===== src/verilog/brec_params.svh =====
/*
 Offsets, field positions, reset values and encodings of the branch
 record block. Assumes a 32-bit Avalon-MM slave with byte addresses.

 //Function
 //- filter bit 9 selects call-stack LIFO mode
 //- mode clear: ordinary ring, filter bits only
 //- bit 0 skips ring 0, bit 1 outer rings
 //- bits 2,3,4,5,8 each skip one branch class
 //- bit 6 skips indirect jumps, not calls/returns
 //- bit 7 skips relative jumps, not relative calls
 //- call-stack mode: calls recorded, returns drop newest
 //- calls stored as plain source/target pairs
 //- record only while debug control bit 0 set
 //- ring of 16 source/target pairs
 //- pointer advances modulo 16 before each write
 //- pointer is software writable, indexes newest
 //- call-stack mode ignores zero-length calls
 //- source bits 47:0 address, 60:48 sign extension
 //- source bit 61 marks transactional abort
 //- source bit 62 marks inside transaction
 //- source bit 63 marks misprediction
 //- capability bits 5:0 read 04h
 //- filter select clears to zero at reset
*/
`ifndef BREC_PARAMS_SVH
`define BREC_PARAMS_SVH

`define ADDR_DEBUG_CONTROL 10'h000
`define ADDR_TOP_POINTER 10'h008
`define ADDR_FILTER_LO 10'h010
`define ADDR_FILTER_HI 10'h014
`define ADDR_PERF_CAP_LO 10'h018
`define ADDR_PERF_CAP_HI 10'h01C
`define RECORD_REGION 2'h2

`define BIT_RECORD_ENABLE 0
`define BIT_SKIP_RING_ZERO 0
`define BIT_SKIP_OUTER_RING 1
`define BIT_SKIP_COND 2
`define BIT_SKIP_REL_CALL 3
`define BIT_SKIP_IND_CALL 4
`define BIT_SKIP_RET 5
`define BIT_SKIP_IND_JMP 6
`define BIT_SKIP_REL_JMP 7
`define BIT_SKIP_FAR 8
`define BIT_CALL_CHAIN 9
`define FILTER_WIDTH 10

`define RESET_FILTER 10'h000
`define RESET_RECORD_ENABLE 1'h0
`define RESET_TOP_POINTER 4'h0
`define PERF_RECORD_FORMAT 6'h04

`define SRC_ADDR_MSB 47
`define SRC_EXT_WIDTH 13
`define TGT_EXT_WIDTH 16
`define SRC_ABORT_BIT 61
`define SRC_IN_TXN_BIT 62
`define SRC_MISPREDICTION_FLAG_BIT 63

`endif


===== src/verilog/brec_pkg.sv =====
/*
 Types shared by the branch record block and its bench.
 Assumes the core encodes each retired branch with branch_kind_type.
*/
`default_nettype none
package brec_pkg;
   typedef enum logic [2:0] {
      KIND_COND = 3'h0,
      KIND_REL_CALL = 3'h1,
      KIND_IND_CALL = 3'h2,
      KIND_RET = 3'h3,
      KIND_IND_JMP = 3'h4,
      KIND_REL_JMP = 3'h5,
      KIND_FAR = 3'h6
   } branch_kind_type;
endpackage
`default_nettype wire


===== src/verilog/branch_record_callstack_filter.sv =====
/*
 Branch record ring with privilege and branch-type filters and a
 call-chain mode, reached over a 32-bit Avalon-MM slave.
 Assumes one retired branch per cycle from the core, synchronous to
 ref_clk, and a master that holds its request until waitrequest is low.
*/
`include "brec_params.svh"
`default_nettype none
module branch_record_callstack_filter #(
   parameter int DEPTH = 16,
   parameter int IDX_W = 4
) (
   // Clock and reset
   input wire logic ref_clk,
   input wire logic sys_rst,
   // Register bus
   input wire logic [9:0] avs_address,
   input wire logic avs_read,
   input wire logic avs_write,
   input wire logic [31:0] avs_writedata,
   input wire logic [3:0] avs_byteenable,
   output logic [31:0] avs_readdata,
   output logic avs_waitrequest,
   // Retired branch from the core
   input wire logic retire_valid,
   input wire logic [2:0] retire_kind,
   input wire logic [47:0] retire_src,
   input wire logic [47:0] retire_dst,
   input wire logic [1:0] retire_ring,
   input wire logic retire_mispredict,
   input wire logic retire_in_txn,
   input wire logic retire_txn_abort,
   input wire logic retire_zero_len_call
);
   logic wait_r;
   logic [31:0] rdata_r;
   logic [31:0] rdata_nxt;
   logic record_enable_r;
   logic [`FILTER_WIDTH-1:0] filter_sel_r;
   logic [IDX_W-1:0] top_entry_pointer_r;

   logic [9:0] addr_word;
   logic rec_hit;
   logic wr_commit;
   logic rd_take;
   logic call_chain_mode_enable;
   logic ring_skip;
   logic type_skip;
   logic is_call;
   logic is_ret;
   logic capture_live;
   logic rec_push;
   logic rec_pop;
   logic [IDX_W-1:0] push_idx;
   logic [63:0] hw_src;
   logic [63:0] hw_tgt;
   logic [31:0] ring_word;

   assign addr_word = {avs_address[9:2], 2'h0};
   assign rec_hit = avs_address[9:8] == `RECORD_REGION;
   // Write lands at the edge where waitrequest is seen low
   assign wr_commit = avs_write && !wait_r;
   assign rd_take = avs_read && wait_r;

   // Bus handshake: one wait cycle, then a one-cycle release
   always_ff @(posedge ref_clk)
   begin
      if (sys_rst)
         wait_r <= 1'h1;
      else
         wait_r <= !((avs_read || avs_write) && wait_r);
   end

   always_ff @(posedge ref_clk)
   begin
      if (sys_rst)
         rdata_r <= 32'h0000_0000;
      else if (rd_take)
         rdata_r <= rdata_nxt;
   end

   assign avs_waitrequest = wait_r;
   assign avs_readdata = rdata_r;

   // Filter select register, reserved bits read as zero
   always_ff @(posedge ref_clk)
   begin
      if (sys_rst)
         filter_sel_r <= `RESET_FILTER;
      else if (wr_commit && addr_word == `ADDR_FILTER_LO)
      begin
         if (avs_byteenable[0])
            filter_sel_r[7:0] <= avs_writedata[7:0];
         if (avs_byteenable[1])
            filter_sel_r[9:8] <= avs_writedata[9:8];
      end
   end

   always_ff @(posedge ref_clk)
   begin
      if (sys_rst)
         record_enable_r <= `RESET_RECORD_ENABLE;
      else if (wr_commit && addr_word == `ADDR_DEBUG_CONTROL && avs_byteenable[0])
         record_enable_r <= avs_writedata[`BIT_RECORD_ENABLE];
   end

   // Branch classification
   assign call_chain_mode_enable = filter_sel_r[`BIT_CALL_CHAIN];
   assign is_call = retire_kind == brec_pkg::KIND_REL_CALL ||
                    retire_kind == brec_pkg::KIND_IND_CALL;
   assign is_ret = retire_kind == brec_pkg::KIND_RET;

   // Ring of the branch target decides
   assign ring_skip = (retire_ring == 2'h0) ? filter_sel_r[`BIT_SKIP_RING_ZERO] :
                      filter_sel_r[`BIT_SKIP_OUTER_RING];

   // Jump bits see only true jumps; calls and returns have own kinds
   always_comb
   begin
      case (retire_kind)
         brec_pkg::KIND_COND: type_skip = filter_sel_r[`BIT_SKIP_COND];
         brec_pkg::KIND_REL_CALL: type_skip = filter_sel_r[`BIT_SKIP_REL_CALL];
         brec_pkg::KIND_IND_CALL: type_skip = filter_sel_r[`BIT_SKIP_IND_CALL];
         brec_pkg::KIND_RET: type_skip = filter_sel_r[`BIT_SKIP_RET];
         brec_pkg::KIND_IND_JMP: type_skip = filter_sel_r[`BIT_SKIP_IND_JMP];
         brec_pkg::KIND_REL_JMP: type_skip = filter_sel_r[`BIT_SKIP_REL_JMP];
         brec_pkg::KIND_FAR: type_skip = filter_sel_r[`BIT_SKIP_FAR];
         default: type_skip = 1'h0;
      endcase
   end

   assign capture_live = retire_valid && record_enable_r && !ring_skip;

   // Mode clear: ordinary ring. Mode set: calls bypass type bits,
   // zero-length calls dropped, returns pop. Bad bit mixes are
   // software's fault and give whatever this logic yields.
   always_comb
   begin
      rec_push = 1'h0;
      rec_pop = 1'h0;
      if (capture_live && !call_chain_mode_enable)
         rec_push = !type_skip;
      else if (capture_live && is_call)
         rec_push = !retire_zero_len_call;
      else if (capture_live && is_ret)
         rec_pop = 1'h1;
      else if (capture_live)
         rec_push = !type_skip;
   end

   // Capture always lands one past the newest entry
   assign push_idx = top_entry_pointer_r + IDX_W'(1);

   // Top pointer: hardware update beats a same-edge software write
   always_ff @(posedge ref_clk)
   begin
      if (sys_rst)
         top_entry_pointer_r <= `RESET_TOP_POINTER;
      else if (rec_push)
         top_entry_pointer_r <= push_idx;
      else if (rec_pop)
         top_entry_pointer_r <= top_entry_pointer_r - IDX_W'(1);
      else if (wr_commit && addr_word == `ADDR_TOP_POINTER && avs_byteenable[0])
         top_entry_pointer_r <= avs_writedata[IDX_W-1:0];
   end

   // Source word layout
   assign hw_src = {retire_mispredict,
                    retire_in_txn,
                    retire_txn_abort,
                    {`SRC_EXT_WIDTH{retire_src[`SRC_ADDR_MSB]}},
                    retire_src};
   assign hw_tgt = {{`TGT_EXT_WIDTH{retire_dst[`SRC_ADDR_MSB]}}, retire_dst};

   record_ring_store #(
      .DEPTH(DEPTH),
      .IDX_W(IDX_W)
   ) u_store (
      .ref_clk(ref_clk),
      .hw_we(rec_push),
      .hw_idx(push_idx),
      .hw_src(hw_src),
      .hw_tgt(hw_tgt),
      .sw_we(wr_commit && rec_hit),
      .sw_idx(avs_address[IDX_W+3:4]),
      .sw_tgt(avs_address[3]),
      .sw_hi(avs_address[2]),
      .sw_data(avs_writedata),
      .sw_be(avs_byteenable),
      .rd_idx(avs_address[IDX_W+3:4]),
      .rd_tgt(avs_address[3]),
      .rd_hi(avs_address[2]),
      .rd_word(ring_word)
   );

   // Read mux; unmapped words read zero
   always_comb
   begin
      rdata_nxt = 32'h0000_0000;
      if (rec_hit)
         rdata_nxt = ring_word;
      else
      begin
         case (addr_word)
            `ADDR_DEBUG_CONTROL: rdata_nxt[`BIT_RECORD_ENABLE] = record_enable_r;
            `ADDR_TOP_POINTER: rdata_nxt[IDX_W-1:0] = top_entry_pointer_r;
            `ADDR_FILTER_LO: rdata_nxt[`FILTER_WIDTH-1:0] = filter_sel_r;
            `ADDR_PERF_CAP_LO: rdata_nxt[5:0] = `PERF_RECORD_FORMAT;
            default: rdata_nxt = 32'h0000_0000;
         endcase
      end
   end

   AST_RESET_STATE: assert property (@(posedge ref_clk)
      sys_rst |=> filter_sel_r == `RESET_FILTER && !record_enable_r && wait_r)
      else $error("Filter select not cleared by reset");

   AST_PUSH_ADVANCE: assert property (@(posedge ref_clk) disable iff (sys_rst)
      rec_push |=> top_entry_pointer_r == $past(top_entry_pointer_r) + IDX_W'(1))
      else $error("Pointer did not advance by one on capture");

   AST_POP_RETREAT: assert property (@(posedge ref_clk) disable iff (sys_rst)
      rec_pop |=> top_entry_pointer_r == $past(top_entry_pointer_r) - IDX_W'(1))
      else $error("Pointer did not step back on return");

   AST_DISABLED_QUIET: assert property (@(posedge ref_clk) disable iff (sys_rst)
      !record_enable_r && !wr_commit |=> $stable(top_entry_pointer_r))
      else $error("Ring moved while recording disabled");

   AST_RING_ZERO_SKIP: assert property (@(posedge ref_clk) disable iff (sys_rst)
      retire_valid && retire_ring == 2'h0 && filter_sel_r[`BIT_SKIP_RING_ZERO]
      |-> !rec_push && !rec_pop)
      else $error("Ring zero branch recorded while skipped");

   AST_IND_CALL_KEPT: assert property (@(posedge ref_clk) disable iff (sys_rst)
      retire_valid && record_enable_r && !ring_skip && !call_chain_mode_enable &&
      retire_kind == brec_pkg::KIND_IND_CALL && !filter_sel_r[`BIT_SKIP_IND_CALL]
      |=> top_entry_pointer_r == $past(push_idx))
      else $error("Indirect call lost to jump filter");

   AST_REL_CALL_KEPT: assert property (@(posedge ref_clk) disable iff (sys_rst)
      retire_valid && record_enable_r && !ring_skip && !call_chain_mode_enable &&
      retire_kind == brec_pkg::KIND_REL_CALL && !filter_sel_r[`BIT_SKIP_REL_CALL]
      |-> rec_push)
      else $error("Relative call lost to jump filter");

   AST_CHAIN_CALL: assert property (@(posedge ref_clk) disable iff (sys_rst)
      capture_live && call_chain_mode_enable && is_call && !retire_zero_len_call
      |-> rec_push ##1 top_entry_pointer_r == $past(push_idx))
      else $error("Call not recorded in call-chain mode");

   AST_ZERO_LEN_DROP: assert property (@(posedge ref_clk) disable iff (sys_rst)
      call_chain_mode_enable && retire_zero_len_call && is_call |=> $stable(top_entry_pointer_r))
      else $error("Zero-length call was recorded");

   AST_CAP_READ: assert property (@(posedge ref_clk) disable iff (sys_rst)
      rd_take && !rec_hit && addr_word == `ADDR_PERF_CAP_LO
      |=> !avs_waitrequest && avs_readdata[5:0] == `PERF_RECORD_FORMAT)
      else $error("Capability format not reported");

   AST_ONE_WAIT: assert property (@(posedge ref_clk) disable iff (sys_rst)
      (avs_read || avs_write) && wait_r |=> !avs_waitrequest ##1 avs_waitrequest)
      else $error("Bus answer not one cycle after request");

   // Idle bus keeps the slave waiting, so a stray edge cannot commit
   AST_WAIT_IDLE: assert property (@(posedge ref_clk) disable iff (sys_rst)
      !avs_read && !avs_write |=> avs_waitrequest)
      else $error("Waitrequest low with no request");

   AST_OUTER_RING_SKIP: assert property (@(posedge ref_clk) disable iff (sys_rst)
      retire_valid && retire_ring != 2'h0 && filter_sel_r[`BIT_SKIP_OUTER_RING]
      |-> !rec_push && !rec_pop)
      else $error("Outer ring branch recorded while skipped");

   AST_COND_SKIP: assert property (@(posedge ref_clk) disable iff (sys_rst)
      retire_valid && retire_kind == brec_pkg::KIND_COND && filter_sel_r[`BIT_SKIP_COND]
      |-> !rec_push && !rec_pop)
      else $error("Conditional branch recorded while skipped");

   AST_REL_CALL_SKIP: assert property (@(posedge ref_clk) disable iff (sys_rst)
      retire_valid && !call_chain_mode_enable && retire_kind == brec_pkg::KIND_REL_CALL &&
      filter_sel_r[`BIT_SKIP_REL_CALL] |-> !rec_push)
      else $error("Relative call recorded while skipped");

   AST_IND_CALL_SKIP: assert property (@(posedge ref_clk) disable iff (sys_rst)
      retire_valid && !call_chain_mode_enable && retire_kind == brec_pkg::KIND_IND_CALL &&
      filter_sel_r[`BIT_SKIP_IND_CALL] |-> !rec_push)
      else $error("Indirect call recorded while skipped");

   AST_RET_SKIP: assert property (@(posedge ref_clk) disable iff (sys_rst)
      retire_valid && !call_chain_mode_enable && retire_kind == brec_pkg::KIND_RET &&
      filter_sel_r[`BIT_SKIP_RET] |-> !rec_push && !rec_pop)
      else $error("Return recorded while skipped");

   AST_FAR_SKIP: assert property (@(posedge ref_clk) disable iff (sys_rst)
      retire_valid && retire_kind == brec_pkg::KIND_FAR && filter_sel_r[`BIT_SKIP_FAR]
      |-> !rec_push && !rec_pop)
      else $error("Far branch recorded while skipped");

   AST_IND_JMP_SKIP: assert property (@(posedge ref_clk) disable iff (sys_rst)
      retire_valid && retire_kind == brec_pkg::KIND_IND_JMP && filter_sel_r[`BIT_SKIP_IND_JMP]
      |-> !rec_push && !rec_pop)
      else $error("Indirect jump recorded while skipped");

   AST_REL_JMP_SKIP: assert property (@(posedge ref_clk) disable iff (sys_rst)
      retire_valid && retire_kind == brec_pkg::KIND_REL_JMP && filter_sel_r[`BIT_SKIP_REL_JMP]
      |-> !rec_push && !rec_pop)
      else $error("Relative jump recorded while skipped");

   AST_MODE_CLEAR_PUSH: assert property (@(posedge ref_clk) disable iff (sys_rst)
      capture_live && !call_chain_mode_enable && !type_skip |-> rec_push && !rec_pop)
      else $error("Unfiltered branch not recorded in ring mode");

   AST_CHAIN_RET_POP: assert property (@(posedge ref_clk) disable iff (sys_rst)
      capture_live && call_chain_mode_enable && is_ret |-> rec_pop && !rec_push)
      else $error("Return did not drop newest record");

   AST_IDLE_NO_CAPTURE: assert property (@(posedge ref_clk) disable iff (sys_rst)
      !record_enable_r |-> !rec_push && !rec_pop)
      else $error("Capture while recording disabled");

   // Only checked when no capture competes, since hardware wins that edge
   AST_SW_POINTER: assert property (@(posedge ref_clk) disable iff (sys_rst)
      wr_commit && addr_word == `ADDR_TOP_POINTER && avs_byteenable[0] && !rec_push && !rec_pop
      |=> top_entry_pointer_r == IDX_W'($past(avs_writedata)))
      else $error("Software pointer write lost");

   AST_FILTER_WRITE: assert property (@(posedge ref_clk) disable iff (sys_rst)
      wr_commit && addr_word == `ADDR_FILTER_LO && avs_byteenable[1:0] == 2'h3
      |=> {22'h00_0000, filter_sel_r} == ($past(avs_writedata) & 32'h0000_03FF))
      else $error("Filter select write did not land");

   AST_SRC_LAYOUT: assert property (@(posedge ref_clk) disable iff (sys_rst)
      rec_push |-> hw_src[`SRC_ADDR_MSB:0] == retire_src &&
      hw_src[`SRC_ABORT_BIT-1:`SRC_ADDR_MSB+1] == {`SRC_EXT_WIDTH{retire_src[`SRC_ADDR_MSB]}})
      else $error("Source address or extension wrong");

   AST_SRC_ABORT: assert property (@(posedge ref_clk) disable iff (sys_rst)
      rec_push |-> hw_src[`SRC_ABORT_BIT] == retire_txn_abort)
      else $error("Abort flag not stored");

   AST_SRC_IN_TXN: assert property (@(posedge ref_clk) disable iff (sys_rst)
      rec_push |-> hw_src[`SRC_IN_TXN_BIT] == retire_in_txn)
      else $error("Inside-transaction flag not stored");

   AST_SRC_MISPREDICTION_FLAG: assert property (@(posedge ref_clk) disable iff (sys_rst)
      rec_push |-> hw_src[`SRC_MISPREDICTION_FLAG_BIT] == retire_mispredict)
      else $error("Misprediction flag not stored");

   AST_TGT_LAYOUT: assert property (@(posedge ref_clk) disable iff (sys_rst)
      rec_push |-> hw_tgt[`SRC_ADDR_MSB:0] == retire_dst)
      else $error("Target address not stored with source");
endmodule
`default_nettype wire


===== src/verilog/record_ring_store.sv =====
/*
 Storage for the source/target record pairs, with a hardware capture
 port, a software word port with byte enables, and a word read port.
 Assumes the caller never needs both write ports on one entry at once;
 if it happens, the hardware capture wins.
*/
`default_nettype none
module record_ring_store #(
   parameter int DEPTH = 16,
   parameter int IDX_W = 4
) (
   // Clock
   input wire logic ref_clk,
   // Hardware capture
   input wire logic hw_we,
   input wire logic [IDX_W-1:0] hw_idx,
   input wire logic [63:0] hw_src,
   input wire logic [63:0] hw_tgt,
   // Software word write
   input wire logic sw_we,
   input wire logic [IDX_W-1:0] sw_idx,
   input wire logic sw_tgt,
   input wire logic sw_hi,
   input wire logic [31:0] sw_data,
   input wire logic [3:0] sw_be,
   // Word read
   input wire logic [IDX_W-1:0] rd_idx,
   input wire logic rd_tgt,
   input wire logic rd_hi,
   output logic [31:0] rd_word
);
   logic [63:0] src_mem [DEPTH];
   logic [63:0] tgt_mem [DEPTH];
   logic [63:0] rd_pair;

   // Contents carry no reset: pointer alone marks what is valid
   for (genvar g = 0; g < DEPTH; g++)
   begin : g_entry
      always_ff @(posedge ref_clk)
      begin
         if (hw_we && hw_idx == IDX_W'(g))
         begin
            src_mem[g] <= hw_src;
            tgt_mem[g] <= hw_tgt;
         end
         else if (sw_we && sw_idx == IDX_W'(g))
         begin
            for (int b = 0; b < 4; b++)
            begin
               if (sw_be[b] && sw_tgt)
                  tgt_mem[g][(sw_hi ? 32 : 0) + b*8 +: 8] <= sw_data[b*8 +: 8];
               else if (sw_be[b])
                  src_mem[g][(sw_hi ? 32 : 0) + b*8 +: 8] <= sw_data[b*8 +: 8];
            end
         end
      end
   end

   always_comb
   begin
      rd_pair = rd_tgt ? tgt_mem[rd_idx] : src_mem[rd_idx];
      rd_word = rd_hi ? rd_pair[63:32] : rd_pair[31:0];
   end
endmodule
`default_nettype wire

===== config.mk =====
export PLATFORM = sky130hd
export DESIGN_NAME = branch_record_callstack_filter
export DESIGN_NICKNAME = d
export VERILOG_FILES = /design/src/verilog/brec_pkg.sv /design/src/verilog/branch_record_callstack_filter.sv /design/src/verilog/record_ring_store.sv
export VERILOG_INCLUDE_DIRS = /design/src /design/src/verilog
export SDC_FILE = /design/constraint.sdc
export NUM_CORES = 2
export LEC_CHECK = 0
export BUFFER_PORTS_ARGS = -buffer_cell sky130_fd_sc_hd__buf_2
export CORE_UTILIZATION = 55
export CTS_BUF_LIST = sky130_fd_sc_hd__clkbuf_8 sky130_fd_sc_hd__clkbuf_16
export CTS_CLUSTER_SIZE = 25
export DETAILED_ROUTE_END_ITERATION = 10
export PLACE_DENSITY = 0.71
export SLEW_MARGIN = 20
export SYNTH_ARGS = -nofsm -noshare
export SYNTH_HDL_FRONTEND = slang
export SYNTH_HIERARCHICAL = 1
export SYNTH_SLANG_ARGS = --single-unit

===== constraint.sdc =====
create_clock -name ref_clk -period 4.7 [get_ports ref_clk]
set_clock_uncertainty 0.15 [all_clocks]
set_input_delay 0.94 -clock ref_clk [delete_from_list [all_inputs] [get_ports ref_clk]]
set_output_delay 0.94 -clock ref_clk [all_outputs]
set_load 0.03 [all_outputs]

== Word level (Yosys, flattened, before mapping) ==
Memories as Yosys holds them, arrays and structs flattened.
Cells that the tools add are included.

* Register bits after elaboration: 48
* Bits in latches: 0
* RAM bits: 2048
* Memory bits (read-only): 0
* Bits of input ports: 156
* Output and inout port bits: 33
* Memories kept: 2

* Add/sub/neg operators: 9
* Multipliers: 0
* Div/mod/pow operators: 0
* Order comparisons: 0
* Eq/ne operators: 40
* Shifts and indexed selects: 8
* Multiplexer cells: 8640
* Bitwise logic cells: 8192
* Reductions and logical operators: 66

{| class="wikitable"
|+ Memory list
! name !! words !! width !! rd ports !! clocked after memory_dff !! write ports !! line !! RTL
|-
| u_store.src_mem || 16 || 64 || 1 || 0 || 16 || record_ring_store.sv:32 || <nowiki>logic [63:0] src_mem [DEPTH];</nowiki>
|-
| u_store.tgt_mem || 16 || 64 || 1 || 0 || 16 || record_ring_store.sv:33 || <nowiki>logic [63:0] tgt_mem [DEPTH];</nowiki>
|}

{| class="wikitable"
|+ Operator list
! kind !! number
|-
| $mux W1 || 8500
|-
| $mux W64 || 129
|-
| $or A1 B1 Y1 || 8192
|-
| $shift A8 B33 Y64 const A || 4
|-
| $shiftx A8 B33 Y64 || 4
|-
| $neg A32 Y33 || 4
|-
| $add A32 B6 Y32 const B || 2
|-
| $eq A4 B4 Y1 const B || 16
|-
| $mux W32 || 2
|-
| $logic_and A1 B1 Y1 || 50
|-
| $add A32 B5 Y32 const B || 1
|-
| $eq A4 B3 Y1 const B || 8
|-
| $eq A4 B2 Y1 const B || 4
|-
| $eq A8 B3 Y1 const B || 2
|-
| $mux W4 || 4
|-
| $logic_not A10 Y1 || 1
|-
| $eq A3 B3 Y1 const B || 3
|-
| $pmux W3 S3 || 1
|-
| $eq A4 B1 Y1 const B || 2
|-
| $eq A8 B2 Y1 const B || 1
|-
| $logic_not A4 Y1 || 2
|-
| $pmux W1 S7 || 1
|-
| $eq A3 B2 Y1 const B || 2
|-
| $logic_not A1 Y1 || 6
|-
| other kinds (12) || 14
|}

== Longest topological paths before layout ==
* Depth in word-level cells: 15
* Depth in mapped cells: 11

== Cells and area by module ==
Netlist, hierarchy kept.

{| class="wikitable"
|+ Modules (own cells, without submodules)
! module !! instances !! cells an instance !! area each (um2) !! sequential area each (um2)
|-
| record_ring_store || 1 || 6338 || 105999.2 || 61499.0
|-
| branch_record_callstack_filter || 1 || 240 || 2178.3 || 960.9
|}

== Worst setup path after synthesis ==
Ideal clock, no wire load.

* Path type: input port to flip-flop
* From: in retire_kind[1]
* To: mem u_store.tgt_mem[0][48], enable pin
* Setup time: 366 ps
* Arrival: 3635 ps
* Setup slack: 549 ps
* Cell stages on the path: 10
* Buffers on the path: 3
* Path through: buf_6 > maj3_2 > a221o_1 > a211oi_4 > nor3b_2 > nand2_1 > nand3_2 > buf_2 > clkbuf_1 > o21ai_0

{| class="wikitable"
|+ RTL lines
! item !! line !! RTL
|-
| start, declared || branch_record_callstack_filter.sv:26 || <nowiki>input wire logic [2:0] retire_kind,</nowiki>
|-
| end, declared || record_ring_store.sv:33 ||
|}

==> key figures <==
Status
  – Status: finished, final reports clean

Clock network
  – Clock transition at the registers of the reported paths: 0.06 ns
  – CTS H-Tree Depth: 4
  – Post-CTS setup buffers: 0
  – Post-CTS Resized: 0
  – Clock sinks: 2,096
  – CTS buffer count: 217
  – TritonCTS clock tree: yes
  – CTS Buffer Depth: 3
  – Clk Latency, worst-skew pair: 0.92 ns
  – Hold-fix buffers at CTS: 0
  – Clk root buf: clkbuf_16

Layout
  – Area delta synth->final: 12.2%
  – Non-filler cells, final: 9,663
  – Share of cells above drive strength 1: 53.1%
  – Commonest cells after routing, fill and taps aside: edfxtp_1, mux2_2, mux4_2, buf_4, clkbuf_16
  – Nets: 6,974
  – Most common cell after layout, fill and taps aside: edfxtp_1

Critical path
  – Reg2Reg Setup Slack: 0.79 ns
  – End point of the critical path: u_store/src_mem[7][42]
  – Crit path from: top_entry_pointer_r[0]
  – CP Max Fanout: 8
  – Critical path capture point type: flip-flop
  – Worst EP arrival: 4.38 ns
  – Worst r2r src: top_entry_pointer_r[0]
  – R2R depth: 8
  – Startpoint types: flip-flop
  – Crit Path Class: reg -> reg
  – Reg2Reg Capture Point: u_store/src_mem[7][42]
  – Critical path required time: 5.18 ns

STA
  – RSZ-0062 raised after global routing: no
  – Final min period: 3.91 ns
  – Worst slew margin: 23.3%
  – Final hold slack: 0.148 ns
  – Setup tns final: 0 ns
  – Final setup fails: 0
  – Final period util: 83.1%
  – Final Hold Viols: 0
  – Max-slew violations: 0
  – Worst-Margin Slew: 1.15 ns
  – Fmax achieved: 0.256 GHz

Synthesis
  – Number of synthesized flops with an enable pin: 2,048
  – Top post-synthesis cells by area: edfxtp_1, mux2_2, mux4_2
  – Post-synthesis sequential area ratio: 57.7%
  – Synth Warn #: 6
  – Mapped Nets: 6,736
  – Mapped Cells: 6,578
  – Leading area contributor after synthesis: edfxtp_1
  – Average cell area after synthesis: 16.4 um2
  – Synthesized area: 108,000 um2
  – Asr flop ratio synth: 0%
  – Netlist cell types: 75
  – Flop and latch count out of synthesis: 2,096
  – Top-area cell type share of the netlist area: 56.9%
  – Main flop type after synthesis: edfxtp_1

Min path
  – Min-Delay Path Class: in -> reg

Detailed routing
  – M1 WL: 129,000 um
  – Top layer in use: met5
  – Routed WL per cell: 34.7 um
  – Pre-Repair DR Iteration Count: 7
  – Routed wl met3: 33,200 um
  – DR vias/cell: 6.82
  – Antenna viol nets, final: 0
  – Total Routed Length: 335,000 um
  – Via count: 65,900
  – DR iter-0 viols: 8,728
  – DR DRC count: 0
  – Met2 Wirelength: 157,000 um

Placed design
  – I/O Buffers: 186
  – Dpl hpwl: 218,000 um
  – Placed insts: 9,221
  – Gpl congestion: 0.910

Global route
  – Gr ovfl total: 0
  – Initial antenna violation count: 40
  – First-pass GRT wire length: 476,000 um
  – Largest net degree at the start of global routing: 152
  – Overall Global Routing Usage: 33.5%
  – Vias in the first global route: 65,200

Flow run
  – Max Cap Viol: 0

Power and ir drop
  – PwrDens: 335 nW/um2
  – Pleak: 39.6 nW
  – Worst VDD drop: 447 uV

Floorplan
  – IO Pins: 189
  – # rows: 162
  – Initial Utilization: 55.4%
  – Die Y: 445 um
  – Die Span X: 445 um
  – Core area: 195,000 um2
  – Die Footprint: 198,000 um2
## critical path, cell delays in order (launching register included)
cell and delay [ns]:
dfxtp_1 0.48, inv_1 0.36, ha_1 0.60, buf_4 0.28
nand3_2 0.17, nand4_4 0.39, buf_12 0.31, nor2_2 0.48
mux2_2 0.41
## per-layer routing
| metal | vias to the layer above | track usage, % |
|---|---|---|
| met3 | 707 | 7.80 |
| met1 | 34500 | 44.9 |
| li1 | 27000 | - |
| met5 | - | 0.317 |
| met2 | 3730 | 51.9 |
| met4 | 10 | 15.6 |
## worst min-delay path by stage
stage               depth (start not counted)            start              end  slack (ns)
floorplan                                   2  filter_sel_r[3]  filter_sel_r[3]        0.33
global route                                2        avs_write  avs_waitrequest        0.14
detailed placement                          1  avs_waitrequest  avs_waitrequest        0.31
global placement                            1  avs_waitrequest  avs_waitrequest        0.31
finish                                      2        avs_write  avs_waitrequest        0.15
CTS                                         2        avs_write  avs_waitrequest        0.09
## per-stage QoR
step                setup slack, ns  cell area (um2)  utilization [%]  total power, mW
floorplan                     0.549           108000                -             23.0
global placement              0.271           114000             58.6             24.1
detailed placement            0.249           114000             58.6             24.1
CTS                           0.789           121000             62.1             40.8
global route                  0.801           121000             62.2             41.6
finish                        0.795           121000             62.2             40.7
## cell usage after synthesis (4+ instances only)
library cell and count:
or3b_1 7, a21oi_1 37, nand2b_1 7, nor2b_1 30, a22oi_1 26, mux2_2 1970
o22ai_1 135, nor4_1 30, inv_1 7, o21ai_0 211, o311ai_0 7, or3_1 4
mux2i_1 69, nand3_1 15, dfxtp_1 48, buf_6 17, nand3b_1 7, o21ai_1 7
and3_1 15, nand2_1 165, nor2_1 68, nor2_2 79, a221oi_1 11, mux4_2 502
nand4_2 4, a211oi_1 17, buf_4 54, nand2_2 4, mux2_1 90, o22a_1 27
nor3_1 30, buf_2 96, o221ai_1 35, o211ai_1 5, nor2_4 115, and2_1 10
edfxtp_1 2048, buf_1 45, clkbuf_1 453, nand3_2 12, and3b_1 4, and4_1 4
## cell families (layout without fill, tap and decap cells)
kind of cell | Yosys count | count (layout) | share of synthesized area (%)
AOI/OAI and AO/OA | 541 | 541 | 3.14
adders and majority gates | 3 | 3 | 0.0335
other | 0 | 40 | 0
DFF | 2096 | 2096 | 57.7
muxes | 2634 | 2634 | 32.6
and+or+nand+nor | 627 | 627 | 3.70
buffers and inverters | 673 | 1094 | 2.75
xor gates and xnor gates | 4 | 4 | 0.0324
## registers in the layout, indices dropped and copies added, names as in the netlist
signal               cells
avs_readdata            32
record_enable_r          1
top_entry_pointer_r      4
u_store/tgt_mem       1024
u_store/src_mem       1024
avs_waitrequest          1
filter_sel_r            10
## layout make-up
cell class / count / area (um2)
Timing Repair Buffer: 684 / 5660
Clock buffer: 228 / 5580
Sequential cell: 2096 / 62500
Clock inverter: 174 / 1300
Inverter: 8 / 30.0
Antenna cell: 40 / 100
Multi-Input combinational cell: 3809 / 42900
Tap cell: 2624 / 3280
Fill cell: 14100 / 73800
## where the power goes
part / internal, mW / leakage (nW) / switching, mW
combinational: 1.37 / 17.3 / 1.94
clock: 9.29 / 3.58 / 7.54
sequential: 20.5 / 18.8 / 0.0134
Power figures use the tool's default switching activity.
